===== config.mk =====
export PLATFORM = sky130hd
export DESIGN_NAME = pste_encoder
export DESIGN_NICKNAME = d
export VERILOG_FILES = /design/src/hdl/pste_pkg.sv /design/src/hdl/pste_trace_ram.sv /design/src/hdl/pste_nibble_ser.sv /design/src/hdl/pste_encoder.sv
export VERILOG_INCLUDE_DIRS = /design/src /design/src/hdl
export SDC_FILE = /design/constraint.sdc
export NUM_CORES = 1
export LEC_CHECK = 0
export BUFFER_PORTS_ARGS = -buffer_cell sky130_fd_sc_hd__buf_2
export CORE_MARGIN = 5
export CORE_UTILIZATION = 25
export CTS_CLUSTER_SIZE = 25
export DETAILED_ROUTE_END_ITERATION = 12
export PLACE_DENSITY = 0.43
export REMOVE_ABC_BUFFERS = 1
export SLEW_MARGIN = 20
export SYNTH_ARGS = -nofsm -noshare
export SYNTH_HDL_FRONTEND = slang
export SYNTH_HIERARCHICAL = 1
export SYNTH_SLANG_ARGS = --single-unit

===== constraint.sdc =====
create_clock -name mclk -period 5.7 [get_ports mclk]
set_clock_uncertainty 0.2 [all_clocks]
set_input_delay 0.285 -clock mclk [delete_from_list [all_inputs] [get_ports mclk]]
set_output_delay 0.285 -clock mclk [all_outputs]
set_load 0.02 [all_outputs]

===== src/hdl/pste_map.svh =====
// constants of the status trace encoder: codes, markers, counts, buffer shape
`ifndef PSTE_MAP_SVH
`define PSTE_MAP_SVH

// status codes
`define PSTE_CODE_CONT 5'h00
`define PSTE_CODE_BEGIN 5'h01
`define PSTE_CODE_USER 5'h03
`define PSTE_CODE_MARK 5'h04
`define PSTE_CODE_TAKEN 5'h05
`define PSTE_CODE_RTE 5'h07

// data byte-count markers
`define PSTE_MARK_D1 5'h08
`define PSTE_MARK_D2 5'h09
`define PSTE_MARK_D4 5'h0b

// address byte-count markers
`define PSTE_MARK_A2 5'h0d
`define PSTE_MARK_A3 5'h0e

// compressed run codes: base plus count
`define PSTE_CODE_RUN_BASE 5'h10
`define PSTE_RUN_MAX 4'ha

// nibbles per payload size
`define PSTE_NIB_D1 4'h2
`define PSTE_NIB_D2 4'h4
`define PSTE_NIB_D4 4'h8
`define PSTE_NIB_A2 4'h4
`define PSTE_NIB_A3 4'h6

// trace buffer shape: flag bit plus 5-bit value, 64 entries
`define PSTE_TB_WIDTH 6
`define PSTE_TB_AW 6
`define PSTE_TB_DEPTH 64

// reset values
`define PSTE_RST_CODE 5'h00
`define PSTE_RST_PTR 6'h00

`endif


===== src/hdl/pste_pkg.sv =====
// types of the status trace encoder
package pste_pkg;

  // kind of instruction beginning in a cycle
  typedef enum logic [2:0] {
    PSTE_KIND_SEQ = 3'b000,
    PSTE_KIND_BRANCH = 3'b001,
    PSTE_KIND_RTE = 3'b010,
    PSTE_KIND_PULSE = 3'b011,
    PSTE_KIND_WRITE_DEBUG_DATA_INSTRUCTION = 3'b100
  } pste_kind_type;

  // operand size
  typedef enum logic [1:0] {
    PSTE_SIZE_BYTE = 2'b00,
    PSTE_SIZE_WORD = 2'b01,
    PSTE_SIZE_LONG = 2'b10
  } pste_size_type;

  // branch target bytes chosen by configuration
  typedef enum logic [1:0] {
    PSTE_ABYTES_NONE = 2'b00,
    PSTE_ABYTES_TWO = 2'b01,
    PSTE_ABYTES_THREE = 2'b10
  } pste_abytes_type;

  // sequencer states
  typedef enum logic [1:0] {
    PSTE_ST_RUN = 2'b00,
    PSTE_ST_CODE = 2'b01,
    PSTE_ST_DATA = 2'b10
  } pste_state_type;

endpackage : pste_pkg


===== src/hdl/pste_trace_ram.sv =====
// trace buffer memory: one write port, one read port with registered data
`timescale 1ns/1ps
`include "pste_map.svh"

module pste_trace_ram (
  input wire logic mclk,
  input wire logic reset_n,
  input wire logic ce,
  input wire logic wr_en,
  input wire logic [`PSTE_TB_AW-1:0] wr_addr,
  input wire logic [`PSTE_TB_WIDTH-1:0] wr_data,
  input wire logic [`PSTE_TB_AW-1:0] rd_addr,
  output logic [`PSTE_TB_WIDTH-1:0] rd_data_q
);

  // storage, no reset: contents are only valid behind the write pointer
  logic [`PSTE_TB_WIDTH-1:0] mem [`PSTE_TB_DEPTH];

  // write port
  always_ff @(posedge mclk) begin
    if (ce && wr_en) begin
      mem[wr_addr] <= wr_data;
    end
  end

  // read port, one cycle latency
  always_ff @(posedge mclk or negedge reset_n) begin
    if (!reset_n) begin
      rd_data_q <= '0;
    end else if (ce) begin
      rd_data_q <= mem[rd_addr];
    end
  end

endmodule : pste_trace_ram


===== src/hdl/pste_nibble_ser.sv =====
// payload serializer: one marker, then the payload nibble by nibble
`timescale 1ns/1ps
`include "pste_map.svh"

module pste_nibble_ser (
  input wire logic mclk,
  input wire logic reset_n,
  input wire logic ce,
  input wire logic load,
  input wire logic [4:0] marker,
  input wire logic [3:0] nibbles,
  input wire logic [31:0] word,
  output logic out_valid,
  output logic out_is_nibble,
  output logic [4:0] out_value,
  output logic busy_q
);

  logic mark_q; // marker still to go
  logic mark_d;
  logic busy_d;
  logic [4:0] marker_q; // held marker
  logic [4:0] marker_d;
  logic [31:0] word_q; // remaining payload, low nibble next
  logic [31:0] word_d;
  logic [3:0] left_q; // nibbles still to go
  logic [3:0] left_d;

  // output item and next state
  always_comb begin
    mark_d = mark_q;
    busy_d = busy_q;
    marker_d = marker_q;
    word_d = word_q;
    left_d = left_q;
    out_valid = busy_q;
    out_is_nibble = busy_q && !mark_q;
    out_value = mark_q ? marker_q : {1'b0, word_q[3:0]};
    if (load) begin
      // marker goes out one cycle before the first nibble
      mark_d = 1'b1;
      busy_d = 1'b1;
      marker_d = marker;
      word_d = word;
      left_d = nibbles;
    end else if (busy_q && mark_q) begin
      mark_d = 1'b0;
    end else if (busy_q) begin
      // low nibble first
      word_d = {4'h0, word_q[31:4]};
      left_d = left_q - 4'h1;
      if (left_q == 4'h1) begin
        busy_d = 1'b0;
      end
    end
  end

  // register the serializer state
  always_ff @(posedge mclk or negedge reset_n) begin
    if (!reset_n) begin
      mark_q <= 1'b0;
      busy_q <= 1'b0;
      marker_q <= `PSTE_RST_CODE;
      word_q <= 32'h0000_0000;
      left_q <= 4'h0;
    end else if (ce) begin
      mark_q <= mark_d;
      busy_q <= busy_d;
      marker_q <= marker_d;
      word_q <= word_d;
      left_q <= left_d;
    end
  end

endmodule : pste_nibble_ser


===== src/hdl/pste_encoder.sv =====
// status trace encoder: code generation, run compression, trace recording
`timescale 1ns/1ps
`include "pste_map.svh"

module pste_encoder (
  input wire logic mclk,
  input wire logic reset_n,
  input wire logic ce,
  input wire logic core_begin,
  input wire pste_pkg::pste_kind_type core_kind,
  input wire logic core_continue,
  input wire logic core_user_entry,
  input wire logic core_sync_program_counter_command,
  input wire logic core_indirect,
  input wire logic [31:0] core_target,
  input wire logic [31:0] core_operand,
  input wire pste_pkg::pste_size_type core_op_size,
  input wire logic periph_valid,
  input wire logic [31:0] periph_data,
  input wire pste_pkg::pste_size_type periph_size,
  input wire pste_pkg::pste_abytes_type cfg_addr_bytes,
  input wire logic cfg_data_trace,
  input wire logic cfg_compress,
  input wire logic [`PSTE_TB_AW-1:0] tb_rd_addr,
  output logic core_stall_q,
  output logic [4:0] processor_status_code_q,
  output logic [3:0] debug_data_nibble_q,
  output logic debug_data_valid_q,
  output logic [`PSTE_TB_WIDTH-1:0] status_trace_buffer_rdata_q,
  output logic [`PSTE_TB_AW-1:0] tb_wr_ptr_q,
  output logic tb_wrapped_q
);
  import pste_pkg::*;

  // marker for an operand size
  function automatic logic [4:0] size_marker(input pste_size_type sz);
    logic [4:0] m;
    m = `PSTE_MARK_D4;
    unique case (sz)
      PSTE_SIZE_BYTE: m = `PSTE_MARK_D1;
      PSTE_SIZE_WORD: m = `PSTE_MARK_D2;
      default: m = `PSTE_MARK_D4;
    endcase
    return m;
  endfunction : size_marker

  // nibble count for an operand size
  function automatic logic [3:0] size_nibbles(input pste_size_type sz);
    logic [3:0] n;
    n = `PSTE_NIB_D4;
    unique case (sz)
      PSTE_SIZE_BYTE: n = `PSTE_NIB_D1;
      PSTE_SIZE_WORD: n = `PSTE_NIB_D2;
      default: n = `PSTE_NIB_D4;
    endcase
    return n;
  endfunction : size_nibbles

  // decoded event of this cycle
  logic ev_valid; // something to report
  logic ev_has_code; // carries a status code
  logic [4:0] ev_code; // that code
  logic ev_data; // carries a payload
  logic [4:0] ev_marker; // payload marker
  logic [3:0] ev_nib; // payload nibbles
  logic [31:0] ev_word; // payload value
  logic ev_seq_one; // plain begin code, a compression candidate

  // sequencer state
  pste_state_type st_q;
  pste_state_type st_d;
  logic [3:0] cnt_q; // held-back begin codes
  logic [3:0] cnt_d;
  logic held_has_q; // event parked behind a count flush
  logic held_has_d;
  logic [4:0] held_code_q;
  logic [4:0] held_code_d;
  logic held_data_q;
  logic held_data_d;
  logic [4:0] held_marker_q;
  logic [4:0] held_marker_d;
  logic [3:0] held_nib_q;
  logic [3:0] held_nib_d;
  logic [31:0] held_word_q;
  logic [31:0] held_word_d;
  logic [4:0] run_code; // code for the current count
  logic main_wr; // sequencer writes a code this cycle
  logic [4:0] main_code;
  logic ser_load;
  logic [4:0] ser_marker;
  logic [3:0] ser_nib;
  logic [31:0] ser_word;

  // serializer output
  logic ser_valid;
  logic ser_is_nib;
  logic [4:0] ser_value;
  logic ser_busy;

  // stream write and output registers
  logic tb_wr;
  logic [`PSTE_TB_WIDTH-1:0] tb_item;
  logic core_stall_d;
  logic [4:0] psc_d;
  logic [3:0] ddn_d;
  logic ddv_d;
  logic [`PSTE_TB_AW-1:0] ptr_d;
  logic wrapped_d;

  // event decode; one event per cycle, highest priority first
  always_comb begin
    ev_valid = 1'b0;
    ev_has_code = 1'b0;
    ev_code = `PSTE_CODE_CONT;
    ev_data = 1'b0;
    ev_marker = `PSTE_MARK_D4;
    ev_nib = `PSTE_NIB_D4;
    ev_word = 32'h0000_0000;
    if (core_user_entry) begin
      // core signals this after the instruction has completed
      ev_valid = 1'b1;
      ev_has_code = 1'b1;
      ev_code = `PSTE_CODE_USER;
    end else if (core_sync_program_counter_command) begin
      ev_valid = 1'b1;
      ev_has_code = 1'b1;
      ev_code = `PSTE_CODE_TAKEN;
    end else if (core_begin) begin
      ev_valid = 1'b1;
      ev_has_code = 1'b1;
      unique case (core_kind)
        PSTE_KIND_SEQ: begin
          ev_code = `PSTE_CODE_BEGIN;
        end
        PSTE_KIND_BRANCH: begin
          ev_code = `PSTE_CODE_TAKEN;
          // relative targets are known from the program image
          if (core_indirect && cfg_addr_bytes == PSTE_ABYTES_TWO) begin
            ev_data = 1'b1;
            ev_marker = `PSTE_MARK_A2;
            ev_nib = `PSTE_NIB_A2;
            ev_word = {16'h0000, core_target[16:1]};
          end else if (core_indirect && cfg_addr_bytes == PSTE_ABYTES_THREE) begin
            ev_data = 1'b1;
            ev_marker = `PSTE_MARK_A3;
            ev_nib = `PSTE_NIB_A3;
            ev_word = {8'h00, core_target[24:1]};
          end
        end
        PSTE_KIND_RTE: begin
          ev_code = `PSTE_CODE_RTE;
        end
        PSTE_KIND_PULSE, PSTE_KIND_WRITE_DEBUG_DATA_INSTRUCTION: begin
          // no configuration bit gates this payload
          ev_code = `PSTE_CODE_MARK;
          ev_data = 1'b1;
          ev_marker = size_marker(core_op_size);
          ev_nib = size_nibbles(core_op_size);
          ev_word = core_operand;
        end
        default: begin
          // illegal kind still counts as one instruction
          ev_code = `PSTE_CODE_BEGIN;
        end
      endcase
    end else if (periph_valid && cfg_data_trace) begin
      // operand capture has no code of its own, only its marker
      ev_valid = 1'b1;
      ev_data = 1'b1;
      ev_marker = size_marker(periph_size);
      ev_nib = size_nibbles(periph_size);
      ev_word = periph_data;
    end else if (core_continue) begin
      ev_valid = 1'b1;
      ev_has_code = 1'b1;
      ev_code = `PSTE_CODE_CONT;
    end
    ev_seq_one = ev_valid && ev_has_code && !ev_data &&
                 ev_code == `PSTE_CODE_BEGIN;
  end

  // sequencer: compression, flush ordering and serializer launch
  always_comb begin
    st_d = st_q;
    cnt_d = cnt_q;
    held_has_d = held_has_q;
    held_code_d = held_code_q;
    held_data_d = held_data_q;
    held_marker_d = held_marker_q;
    held_nib_d = held_nib_q;
    held_word_d = held_word_q;
    main_wr = 1'b0;
    main_code = `PSTE_CODE_CONT;
    ser_load = 1'b0;
    // a lone held code goes out as a plain begin, 0x11 is not a run code
    if (cnt_q == 4'h1) begin
      run_code = `PSTE_CODE_BEGIN;
    end else begin
      run_code = `PSTE_CODE_RUN_BASE | {1'b0, cnt_q};
    end
    unique case (st_q)
      PSTE_ST_RUN: begin
        if (!ev_valid) begin
          // nothing this cycle, the count keeps waiting
        end else if (ev_seq_one && cfg_compress) begin
          if (cnt_q == `PSTE_RUN_MAX - 4'h1) begin
            main_wr = 1'b1;
            main_code = `PSTE_CODE_RUN_BASE | {1'b0, `PSTE_RUN_MAX};
            cnt_d = 4'h0;
          end else begin
            cnt_d = cnt_q + 4'h1;
          end
        end else if (cnt_q != 4'h0) begin
          // count goes first; the event waits one cycle
          main_wr = 1'b1;
          main_code = run_code;
          cnt_d = 4'h0;
          held_has_d = ev_has_code;
          held_code_d = ev_code;
          held_data_d = ev_data;
          held_marker_d = ev_marker;
          held_nib_d = ev_nib;
          held_word_d = ev_word;
          st_d = PSTE_ST_CODE;
        end else begin
          main_wr = ev_has_code;
          main_code = ev_code;
          ser_load = ev_data;
          if (ev_data) begin
            st_d = PSTE_ST_DATA;
          end
        end
      end
      PSTE_ST_CODE: begin
        main_wr = held_has_q;
        main_code = held_code_q;
        ser_load = held_data_q;
        st_d = held_data_q ? PSTE_ST_DATA : PSTE_ST_RUN;
      end
      PSTE_ST_DATA: begin
        if (!ser_busy) begin
          st_d = PSTE_ST_RUN;
        end
      end
      default: begin
        st_d = PSTE_ST_RUN;
      end
    endcase
    // payload source: parked event or the live one
    ser_marker = (st_q == PSTE_ST_CODE) ? held_marker_q : ev_marker;
    ser_nib = (st_q == PSTE_ST_CODE) ? held_nib_q : ev_nib;
    ser_word = (st_q == PSTE_ST_CODE) ? held_word_q : ev_word;
  end

  // register the sequencer
  always_ff @(posedge mclk or negedge reset_n) begin
    if (!reset_n) begin
      st_q <= PSTE_ST_RUN;
      cnt_q <= 4'h0;
      held_has_q <= 1'b0;
      held_code_q <= `PSTE_RST_CODE;
      held_data_q <= 1'b0;
      held_marker_q <= `PSTE_MARK_D4;
      held_nib_q <= 4'h0;
      held_word_q <= 32'h0000_0000;
    end else if (ce) begin
      st_q <= st_d;
      cnt_q <= cnt_d;
      held_has_q <= held_has_d;
      held_code_q <= held_code_d;
      held_data_q <= held_data_d;
      held_marker_q <= held_marker_d;
      held_nib_q <= held_nib_d;
      held_word_q <= held_word_d;
    end
  end

  // marker then nibbles, one per cycle
  pste_nibble_ser u_ser (
    .mclk(mclk),
    .reset_n(reset_n),
    .ce(ce),
    .load(ser_load),
    .marker(ser_marker),
    .nibbles(ser_nib),
    .word(ser_word),
    .out_valid(ser_valid),
    .out_is_nibble(ser_is_nib),
    .out_value(ser_value),
    .busy_q(ser_busy)
  );

  // merged stream; sequencer and serializer never write together
  always_comb begin
    tb_wr = main_wr || ser_valid;
    tb_item = ser_valid ? {ser_is_nib, ser_value} : {1'b0, main_code};
    // core must hold its inputs while flush or payload is in flight
    core_stall_d = (st_d != PSTE_ST_RUN);
    psc_d = `PSTE_CODE_CONT;
    ddn_d = debug_data_nibble_q;
    ddv_d = 1'b0;
    if (ser_valid && ser_is_nib) begin
      ddn_d = ser_value[3:0];
      ddv_d = 1'b1;
    end else if (ser_valid) begin
      psc_d = ser_value;
    end else if (main_wr) begin
      psc_d = main_code;
    end
    ptr_d = tb_wr ? tb_wr_ptr_q + `PSTE_TB_AW'(1) : tb_wr_ptr_q;
    // wrap flag tells the reader that the oldest entries are lost
    wrapped_d = tb_wrapped_q || (tb_wr && (&tb_wr_ptr_q));
  end

  // register the stream outputs and the write pointer
  always_ff @(posedge mclk or negedge reset_n) begin
    if (!reset_n) begin
      core_stall_q <= 1'b0;
      processor_status_code_q <= `PSTE_RST_CODE;
      debug_data_nibble_q <= 4'h0;
      debug_data_valid_q <= 1'b0;
      tb_wr_ptr_q <= `PSTE_RST_PTR;
      tb_wrapped_q <= 1'b0;
    end else if (ce) begin
      core_stall_q <= core_stall_d;
      processor_status_code_q <= psc_d;
      debug_data_nibble_q <= ddn_d;
      debug_data_valid_q <= ddv_d;
      tb_wr_ptr_q <= ptr_d;
      tb_wrapped_q <= wrapped_d;
    end
  end

  // circular trace buffer
  pste_trace_ram u_ram (
    .mclk(mclk),
    .reset_n(reset_n),
    .ce(ce),
    .wr_en(tb_wr),
    .wr_addr(tb_wr_ptr_q),
    .wr_data(tb_item),
    .rd_addr(tb_rd_addr),
    .rd_data_q(status_trace_buffer_rdata_q)
  );

endmodule : pste_encoder


# After elaboration in Yosys (flattened, before gate mapping)
# Memory sizes are Yosys's and may differ from the RTL's. A register that Yosys moved wholly into a read port is not among the register bits.
# Index checks and enable logic that the tools add are counted.
[op_classes]
n_mux = 93
n_eq_ne = 15
addsub = 3
bitwise = 1
reduce_logical = 35
[op_table]
columns = ["cell", "count"]
rows = [
  ["$mux 32", 8],
  ["$mux 5", 16],
  ["$pmux 32 s2", 1],
  ["$mux 4", 13],
  ["$mux 24", 2],
  ["$mux 1", 31],
  ["$pmux 4 s2", 3],
  ["$mux 2", 7],
  ["$logic_and 1x1->1", 12],
  ["$pmux 5 s2", 1],
  ["$reduce_and 2->1", 5],
  ["$pmux 3 s3", 1],
  ["$eq 2x1->1 const B", 4],
  ["$eq 4x1->1 const B", 2],
  ["$pmux 2 s2", 2],
  ["$reduce_bool 2->1", 4],
  ["$add 6x1->6 const B", 1],
  ["$eq 3x2->1 const B", 2],
  ["$logic_not 2->1", 3],
  ["$mux 3", 2],
  ["$mux 6", 1],
  ["$pmux 1 s2", 3],
  ["$pmux 2 s3", 1],
  ["$pmux 3 s2", 1],
  ["other kinds (17)", 21],
]
[totals]
output_inout_bits = 24
ramBits = 384
reg_bits = 115
mem_count = 1
word_cells = 167
[memory_table]
columns = ["memory", "words", "width", "read_ports", "rd_ports_with_merged_regs", "wr", "line", "source"]
rows = [
  ["u_ram.mem", 64, 6, 1, 1, 1, "pste_trace_ram.sv:17", "logic [`PSTE_TB_WIDTH-1:0] mem [`PSTE_TB_DEPTH];"],
]

# Logic depth before layout (Yosys ltp)
# Gate-level depths: netlist (run 1).
[depth]
ltp_word = 19
depth_mapped = 11

# Modules after synthesis
# The synthesis (run 1) kept the hierarchy.
[modules_own_cells]
columns = ["mod", "cells_per_inst", "instances", "area_per_inst_um2", "seq_area_each_um2"]
rows = [
  ["pste_trace_ram", 735, 1, 15509.9, 11681.2],
  ["pste_encoder", 456, 1, 4340.4, 1679.1],
  ["pste_nibble_ser", 167, 1, 2258.4, 1076.0],
]

# Worst setup path before layout (run 1)
# Ideal clock, no wire load.
[synth_path]
path_kind = "input to register"
startpoint = "input core_kind[0]"
endpoint = "memory u_ram/mem[0][3] (netlist bit), data pin"
slack_ps = 1014
n_path_buf = 0
arrival_ps = 3756
path_stages = 4
cell_sequence = "o21ai_0 -> a211o_2 -> a21oi_1 -> o31ai_1"
[synth_via]
elab_chain_len = 14
elab_cells_between_ends = 22
[synth_lines]
columns = ["item", "line", "source"]
rows = [
  ["start: declaration", "pste_encoder.sv:10", "input wire pste_pkg::pste_kind_type core_kind,"],
  ["parallel branches: the longest is 8 deep, another holds $mux 5", "n/a", ""],
  ["$logic_and 1x1->1 (no line) (*)", "n/a", ""],
  ["$logic_and 1x1->1 (*)", "pste_encoder.sv:205", "end else if (ev_seq_one && cfg_compress) begin"],
  ["$mux 5 (*)", "pste_encoder.sv:205", ""],
  ["$mux 5 (*)", "pste_encoder.sv:203", "if (!ev_valid) begin"],
  ["$pmux 5 s2 (*)", "pste_encoder.sv:201", "unique case (st_q)"],
  ["$mux 6 (*)", "pste_encoder.sv:296", "tb_item = ser_valid ? {ser_is_nib, ser_value} : {1'b0, main_code};"],
  ["named net tb_item[3]", "pste_encoder.sv:102", "logic [`PSTE_TB_WIDTH-1:0] tb_item;"],
  ["end: declaration", "pste_trace_ram.sv:17", ""],
]
# Mark *: on every way through the listed nets, which the timed path passes.

# Worst setup path in the final report (run 1)
[layout_path]
startpoint = "register cnt_q[1]"
endpoint = "memory u_ram/mem[39][3] (netlist bit), enable pin"
[layout_via]
elab_chain_len = 9
elab_cells_between_ends = 11
[layout_lines]
columns = ["item", "line", "source"]
rows = [
  ["start: declaration", "pste_encoder.sv:72", "logic [3:0] cnt_q;"],
  ["start signal: assignment", "pste_encoder.sv:268", "cnt_q <= cnt_d;"],
  ["$eq 4x4->1 or $reduce_bool 4->1 (tied branches)", "pste_encoder.sv:206, pste_encoder.sv:213", ""],
  ["$mux 1, on equally long branches", "pste_encoder.sv:206, pste_encoder.sv:213", ""],
  ["$mux 1 (*)", "pste_encoder.sv:205", ""],
  ["$mux 1 (*)", "pste_encoder.sv:203", ""],
  ["$pmux 1 s2 (*)", "pste_encoder.sv:201", ""],
  ["$logic_or 1x1->1 (*)", "pste_encoder.sv:295", "tb_wr = main_wr || ser_valid;"],
  ["named net tb_wr", "pste_encoder.sv:101", "logic tb_wr;"],
  ["$logic_and 1x1->1 (*)", "pste_trace_ram.sv:21", "if (ce && wr_en) begin"],
  ["$mux 1 (*)", "pste_trace_ram.sv:21", ""],
  ["$mux 1 (not written as such) (*)", "pste_trace_ram.sv:22", "mem[wr_addr] <= wr_data;"],
]
# The timed path passes the listed nets; every way through them passes the cells marked *.

==> results.txt, run 1 <==
CP Data Arrival Time: 3.84 ns
Top FF cell, synth: edfxtp_1
CTS Buf Count: 53
Max Fanout on Critical Path: 8
Skew-Pair Late Insertion Delay: 0.60 ns
Layout Nets: 1668
# IOs: 146
Max-Cap Viols: 0
Core area: 88100 um^2
CP top delay family: simple AND/OR/NAND/NOR gates
CP Class: reg2reg
RSZ-0062 raised after global routing: false
Via count: 12.44k
Met2 Resource Use GR: 19.82%
Post-synth EDFFs: 384
Die area: 94480 um^2
First-pass GRT wire length: 84.57 mm
Ys async rst share: 23.20%
Design Area, Final: 26380 um^2
Hold Path Depth: 5
# rows: 109
Status: finished clean
Gpl congestion: 0.7458
Hold Path Class: in2reg
CTS Root Buffer Type: clkbuf_16
Max Root-Sink Buffers: 3
Layout fillers: 8799
Avg Cell Area, Syn: 16.28 um^2
DR WL/cell: 20.23 um
Worst EP required: 5.72 ns
IO Port Bufs: 137
Slew HR: 37.55%
Hold endpoint: cnt_q[3]
Total power draw: 10350 uW
DIE HEIGHT: 307.4 um
Fin crit period: 3.819 ns
Yosys reg bits: 500
Vias in the first global route: 13.18k
R2r startpoint: cnt_q[1]
Via density: 4.523
Register Area: 14440 um^2
Register area share after synthesis: 65.30%
Distinct cells, synth: 84
HPWL after detailed placement: 35.77 mm
Ys Warns: 6
Period utilization: 67.00%
Antenna viol nets, final: 0
Slowest-stage cell, CP: or4b_2
Grt peak-use layer: met2
DP Area: 23930 um^2
Worst R2R End: u_ram/mem[39][3]
Drt pass-1 iters: 5
Setup tns final: 0 ns
Crit path top cell by count: inv_1
WHS: 0.03764 ns
Sink Count: 500
Pre-CTS WS: 1.719 ns
GRT Total Usage: 11.68%
P&R area growth vs syn: 19.34%
Max Freq: 261.8 MHz
CP endpoint kind: register
Leakage: 0.009600 uW
FF-to-FF path depth: 10
CP Buf/Inv Count: 3
GR Layer Usage met3: 2.366%
CP cell instances: inv_1, ha_1, and3b_1, inv_1, a21oi_1, a21oi_1, inv_1, nand2_1, or4b_2, nor2_1
Power Density: 392.3 nW/um^2
Post-Syn Area: 22110 um^2
Fin. max-slew vios: 0
1st-iter DRT viols: 722
Final hold violations: 0
Max VDD drop: 0.2187 mV
Met1 usage: 15.64%
Clock-pin slew on the worst setup and hold paths: 0.06 ns
Area of the multi-input gates: 7064 um^2
Hold path start: cfg_compress
Worst setup SP type: register
R2R Setup Slk: 1.88 ns
# setup viols final: 0
Antenna violations before repair: 3
Share of cells above drive strength 1: 31.65%
CTS tree: done
Post-Syn Instances: 1358
Worst path depth: 10
Final WS setup: 1.881 ns
H-tree levels: 2
Remaining DRCs: 0
Initial Util: 25.09%
Final WL: 55.61 mm
CP max stage delay: 0.83 ns
Slew @ Worst Pin: 0.9334 ns
Congestion Overflow GR: 0
Pin count of the biggest net entering global routing: 71
Die Span X: 307.4 um
[layout by cell type (no fill, tap or decap), types with 6 or more instances in the layout]
cell type / synthesis / routed
ha_1: 6 / 6
clkbuf_16: 0 / 53
edfxtp_1: 384 / 384
mux4_2: 75 / 75
buf_2: 17 / 134
nor2_1: 118 / 118
clkbuf_1: 41 / 7
a221oi_1: 27 / 27
inv_1: 25 / 24
mux4_1: 15 / 15
nand3_1: 13 / 13
a22oi_1: 12 / 12
clkinv_2: 0 / 9
or2_2: 7 / 7
dfrtp_1: 114 / 114
buf_4: 5 / 25
bufinv_16: 0 / 12
a21oi_1: 16 / 15
o22ai_1: 7 / 7
dlygate4sd3_1: 0 / 56
mux2i_1: 41 / 41
o21ai_0: 46 / 46
nand3b_1: 7 / 7
mux2_4: 28 / 28
mux2_2: 113 / 113
o31ai_1: 12 / 11
nand2_1: 72 / 72
and2_1: 6 / 6
clkinv_1: 0 / 10
o221ai_1: 15 / 14
[worst min-delay path: stages]
cell	delay (ns)
buf_2	0.10
nand2_1	0.12
a211oi_4	0.08
nand4_1	0.13
o31ai_1	0.07
[area by class of cell]
type	instances	area share [%]
inverter	25	0.3557
clock inverter	36	1.892
sequential	500	54.72
clock buffer	62	5.231
timing repair buffer	217	5.496
multi-input combinational	743	26.77
tap	1165	5.525
antenna	1	0.009485
[through the flow]
stage,util [%],cells
final,29.95,2749
after floorplan,-,1268
after global routing,29.94,2748
after detailed placement,27.17,2594
after global placement,27.17,2594
after CTS,29.93,2748
[how the worst max path moves through the flow]
| stage | startpoint | end | slack [ns] |
|---|---|---|---|
| 6_report | cnt_q[1] | u_ram/mem[39][3] | 1.88 |
| 5_1_grt | cnt_q[1] | u_ram/mem[38][1] | 1.67 |
| 4_1_cts | cnt_q[0] | u_ram/mem[38][1] | 1.95 |
| 3_5_place_dp | core_begin | u_ram/mem[38][2] | 1.72 |
| 3_3_place_gp | core_begin | u_ram/mem[38][2] | 1.77 |
| 2_1_floorplan | core_kind[0] | u_ram/mem[0][3] | 1.01 |
[metal layers]
layer / routed length (um) / up-vias
li1: - / 5692
met1: 24480 / 6404
met2: 27600 / 275
met3: 2708 / 64
met4: 813 / 0
met5: 0 / -
[synth_stat cells (all sizes together), types with 17 or more instances]
master | number | area share, %
a221oi | 31 | 1.3
mux2 | 142 | 7.7
buf | 42 | 1.5
a21oi | 17 | 0.40
mux4 | 90 | 9.4
nand2 | 73 | 1.3
dfrtp | 114 | 13
clkbuf | 49 | 1.0
inv | 25 | 0.42
nor2 | 118 | 2.0
o21ai | 47 | 1.1
mux2i | 41 | 1.9
edfxtp | 384 | 52
[sequential cells by signal, summed over array words and instances, names as in the netlist, 2 cells and up]
name	cells
held_marker_q	3
u_ser/left_q	4
debug_data_nibble_q	4
tb_wr_ptr_q	6
u_ram/mem	384
processor_status_code_q	5
held_word_q	32
cnt_q	4
st_q	2
held_nib_q	3
u_ser/marker_q	5
u_ram/rd_data_q	6
held_code_q	3
u_ser/word_q	32
[cell families (layout without fill, tap and decap cells)]
logic type	Yosys count	after routing	share of synthesized area, %
buf+inv	116	340	3.016
other cells	2	4	0.03397
compound gates	186	186	6.390
simple gates	270	270	5.739
fa+ha+maj	6	6	0.3395
mux	273	273	18.99
xor+xnor	5	5	0.1981
flops	500	500	65.30
[what timing repair did]
item,in CTS,in global routing
hold buffers,56,0
buffers inserted,0,0
gates resized for setup,0,0
endpoints found under the hold margin,107,0
[power breakdown]
| part | total, uW | switching [uW] | internal, uW |
|---|---|---|---|
| clock | 3720 | 1450 | 2270 |
| sequential | 4820 | 264 | 4550 |
| combinational | 1810 | 1190 | 620 |
| total | 10400 | 2900 | 7450 |
Power figures use the tool's default switching activity.
==> run 2, diff against run 1 <==
ABC_AREA = 1   (was not set)
clock period = 3.6 ns   (was 5.7 ns; I/O delays follow)
==> run 2 against run 1 <==
Net effect: wire length up 17%; combinational power rose to 2.5 times the previous value; clock power up 56%; worst hold slack worse by 0.014 ns; global-route usage up 1.5 points; count of clock-buffer cells in the layout up 3; total power up 77%; worst setup slack worse by 1.8 ns; largest cell class unchanged; largest power group unchanged.
==> results.txt, run 2 <==
Max-Cap Viols: 0 (unchanged)
CTS Buf Count: 56 (+5.7%)
Ys async rst share: 23.20% (unchanged)
Synth area leader: edfxtp_1
Leakage: 0.01053 uW (+9.7%)
Placed insts: 3496 (+35%)
Period utilization: 98.98%
Sink Count: 500 (unchanged)
Post-Syn Instances: 2260 (+66%)
Fin. max-slew vios: 0 (unchanged)
Yosys reg bits: 500 (unchanged)
Gpl congestion: 0.8435 (+13%)
# rows: 110 (+0.92%)
CP Class: in2reg
Avg Cell Area, Syn: 10.02 um^2 (-38%)
Distinct cells, synth: 46 (-45%)
Status: finished clean
Clock power frac: 31.7% (-4.2 points)
Skew-Pair Late Insertion Delay: 0.63 ns (+0.03 ns)
Switching share of power: 33.28% (+5.2 points)
Remaining DRCs: 0 (unchanged)
Worst setup SP type: primary input
Setup tns final: 0 ns (unchanged)
CTS Root Buffer Type: clkbuf_16
DIE HEIGHT: 311.0 um (+1.2%)
# IOs: 146 (unchanged)
Register area share after synthesis: 63.75% (-1.5 points)
Most common library cell in the layout ignoring fill and taps: nand2_1
Worst EP required: 3.67 ns (-2.05 ns)
H-tree levels: 2 (unchanged)
Ys Warns: 6 (unchanged)
Via count: 16.78k (+35%)
Psw: 6095 uW (+110%)
Layout Nets: 2597 (+56%)
Util after Layout: 30.64% (+0.69 points)
Max Root-Sink Buffers: 3 (unchanged)
Share of cells above drive strength 1: 16.69% (-15 points)
HPWL after detailed placement: 42.04 mm (+18%)
Final WL: 65.01 mm (+17%)
Largest regs: u_ram/mem (384), held_word_q (32), u_ser/word_q (32)
Logic pwr share: 24.9% (+7.4 points)
CP endpoint kind: register
Initial Util: 25.16% (+0.064 points)
Congestion Overflow GR: 0 (unchanged)
DR WL/cell: 17.60 um (-13%)
Most frequent cells after synthesis: nand2_1 (714), nand3_1 (394), edfxtp_1 (384), o21ai_0 (127), dfrtp_1 (114)
Most frequent cell after synthesis: nand2_1
Max VDD drop: 0.5694 mV (+160%)
P&R area growth vs syn: 21.77%
GRT Total Usage: 13.14% (+1.5 points)
CP Data Arrival Time: 3.63 ns (-0.21 ns)
Drt pass-1 iters: 5 (unchanged)
Slew HR: 35.71% (-1.8 points)
Commonest cells after routing, fill and taps aside: nand2_1 (710), nand3_1 (394), edfxtp_1 (384)
Number of flip-flops in the largest register: 384 (unchanged)
Max Freq: 280.7 MHz
Power Density: 664.1 nW/um^2 (+69%)
Top FF cell, synth: edfxtp_1
Largest cells by area after synthesis: edfxtp_1 (51%), dfrtp_1 (13%), nand2_1 (12%), nand3_1 (8.7%), o21ai_0 (2.8%)
Antenna violations before repair: 1 (-2)
First-pass GRT wire length: 100.4 mm (+19%)
Top-area cell type share of the netlist area: 50.92% (-1.2 points)
Final hold violations: 0 (unchanged)
Design Area, Final: 27580 um^2 (+4.5%)
Die area: 96700 um^2 (+2.3%)
Non-Filler Instances: 3693 (+34%)
Post-CTS Setup Bufs: 0 (unchanged)
IO Port Bufs: 137 (unchanged)
Core area: 90010 um^2 (+2.2%)
Post-synth EDFFs: 384 (unchanged)
1st-iter DRT viols: 1133 (+57%)
Sequential power share: 43.4% (-3.1 points)
Largest register by flop count: u_ram/mem
CTS tree: done
Max Fanout on Critical Path: 10 (+2)
Antenna viol nets, final: 0 (unchanged)
Hold Path Class: in2async
Power Internal: 12220 uW (+64%)
Fin crit period: 3.563 ns
Post-Syn Area: 22650 um^2 (+2.4%)
# setup viols final: 0 (unchanged)
RSZ-0062 raised after global routing: true
Vias in the first global route: 17.23k (+31%)
DP Area: 24680 um^2 (+3.1%)
Pin count of the biggest net entering global routing: 97 (+37%)
Die Span X: 311.0 um (+1.2%)
Via density: 4.545 (+0.47%)
Clock-pin slew on the worst setup and hold paths: 0.06 ns (about the same)
Slew @ Worst Pin: 0.9632 ns (+0.02987 ns)
## run 2: cells by family after synthesis
kind of cell | count (synthesis) | share of synthesized area (%)
DFF | 500 | 63.75
buffers and inverters | 233 | 4.884
xor gates and xnor gates | 5 | 0.1934
muxes | 3 | 0.1492
and+or+nand+nor | 1266 | 24.10
adders and majority gates | 6 | 0.3315
AOI/OAI and AO/OA | 245 | 6.558
other | 2 | 0.03316
## run 2: area by class of cell
cell class,instances,area [um^2]
Antenna cell,1,2.502
Clock buffer,65,1455
Clock inverter,40,415.4
Fill cell,9384,62440
Inverter,104,399.1
Multi-Input combinational cell,1528,7267
Sequential cell,500,14440
Tap cell,1176,1471
Timing Repair Buffer,279,2128
## run 2: stage by stage
step / hold slack, ns / setup WS [ns] / total power, uW
after CTS: 0.01557 / 0.02322 / 18630
after detailed placement: 0.1388 / 0.2526 / 12660
after global placement: 0.1295 / 0.3500 / 12650
final: 0.02348 / 0.03686 / 18310
after floorplan: -0.3156 / -1.938 / 10360
after global routing: 0.07265 / -0.1492 / 19330
## run 2: metal layers
| layer | track usage, % | vias up | wire, um |
|---|---|---|---|
| met3 | 2.291 | 82 | 2808 |
| met1 | 17.83 | 8184 | 30230 |
| met2 | 22.15 | 334 | 30750 |
| li1 | - | 8182 | - |
| met5 | 0.5929 | - | 77 |
| met4 | 2.760 | 2 | 1138 |
## run 2: power by group through the flow
| stage | Clock (uW) | Combinational, uW | Sequential (uW) |
|---|---|---|---|
| 6_report | 5800 | 4570 | 7940 |
| 5_1_grt | 6240 | 5080 | 8000 |
| 4_1_cts | 6000 | 4680 | 7940 |
| 3_5_place_dp | 0 | 4610 | 8060 |
| 3_3_place_gp | 0 | 4600 | 8050 |
| 2_1_floorplan | 0 | 2210 | 8150 |
## run 2: final timing paths
check / start / endpoint / slack [ns] / cells after the start
max: core_sync_program_counter_command / u_ram/mem[56][3] / 0.04 / 16
min: reset_n / held_word_q[15] / 0.02 / 2
max reg2reg: cnt_q[1] / u_ram/mem[56][3] / 0.42 / 12
min reg2reg: u_ram/rd_data_q[0] / u_ram/rd_data_q[0] / 0.28 / 2
max in group asynchronous: reset_n / tb_wr_ptr_q[5] / 2.43 / 3
min in group mclk: core_target[12] / u_ser/word_q[11] / 0.06 / 9
## run 2: what timing repair did
item	in CTS	in global routing
endpoints found under the hold margin	165	0
hold buffers	91	0
gates resized for setup	0	43
setup endpoints to repair	0	282
## run 2: worst max-delay path, stage by stage
cell,delay [ns]
dlygate4sd3_1,0.53
buf_2,0.15
nor2_1,0.10
nand3_1,0.07
dlygate4sd3_1,0.57
nand2_1,0.12
nor2_1,0.07
nand2_1,0.10
nor2_4,0.06
nand3_2,0.09
nand3_1,0.11
nand2_2,0.22
nand2_1,0.13
clkinv_1,0.19
nand2_1,0.48
nor2_2,0.46
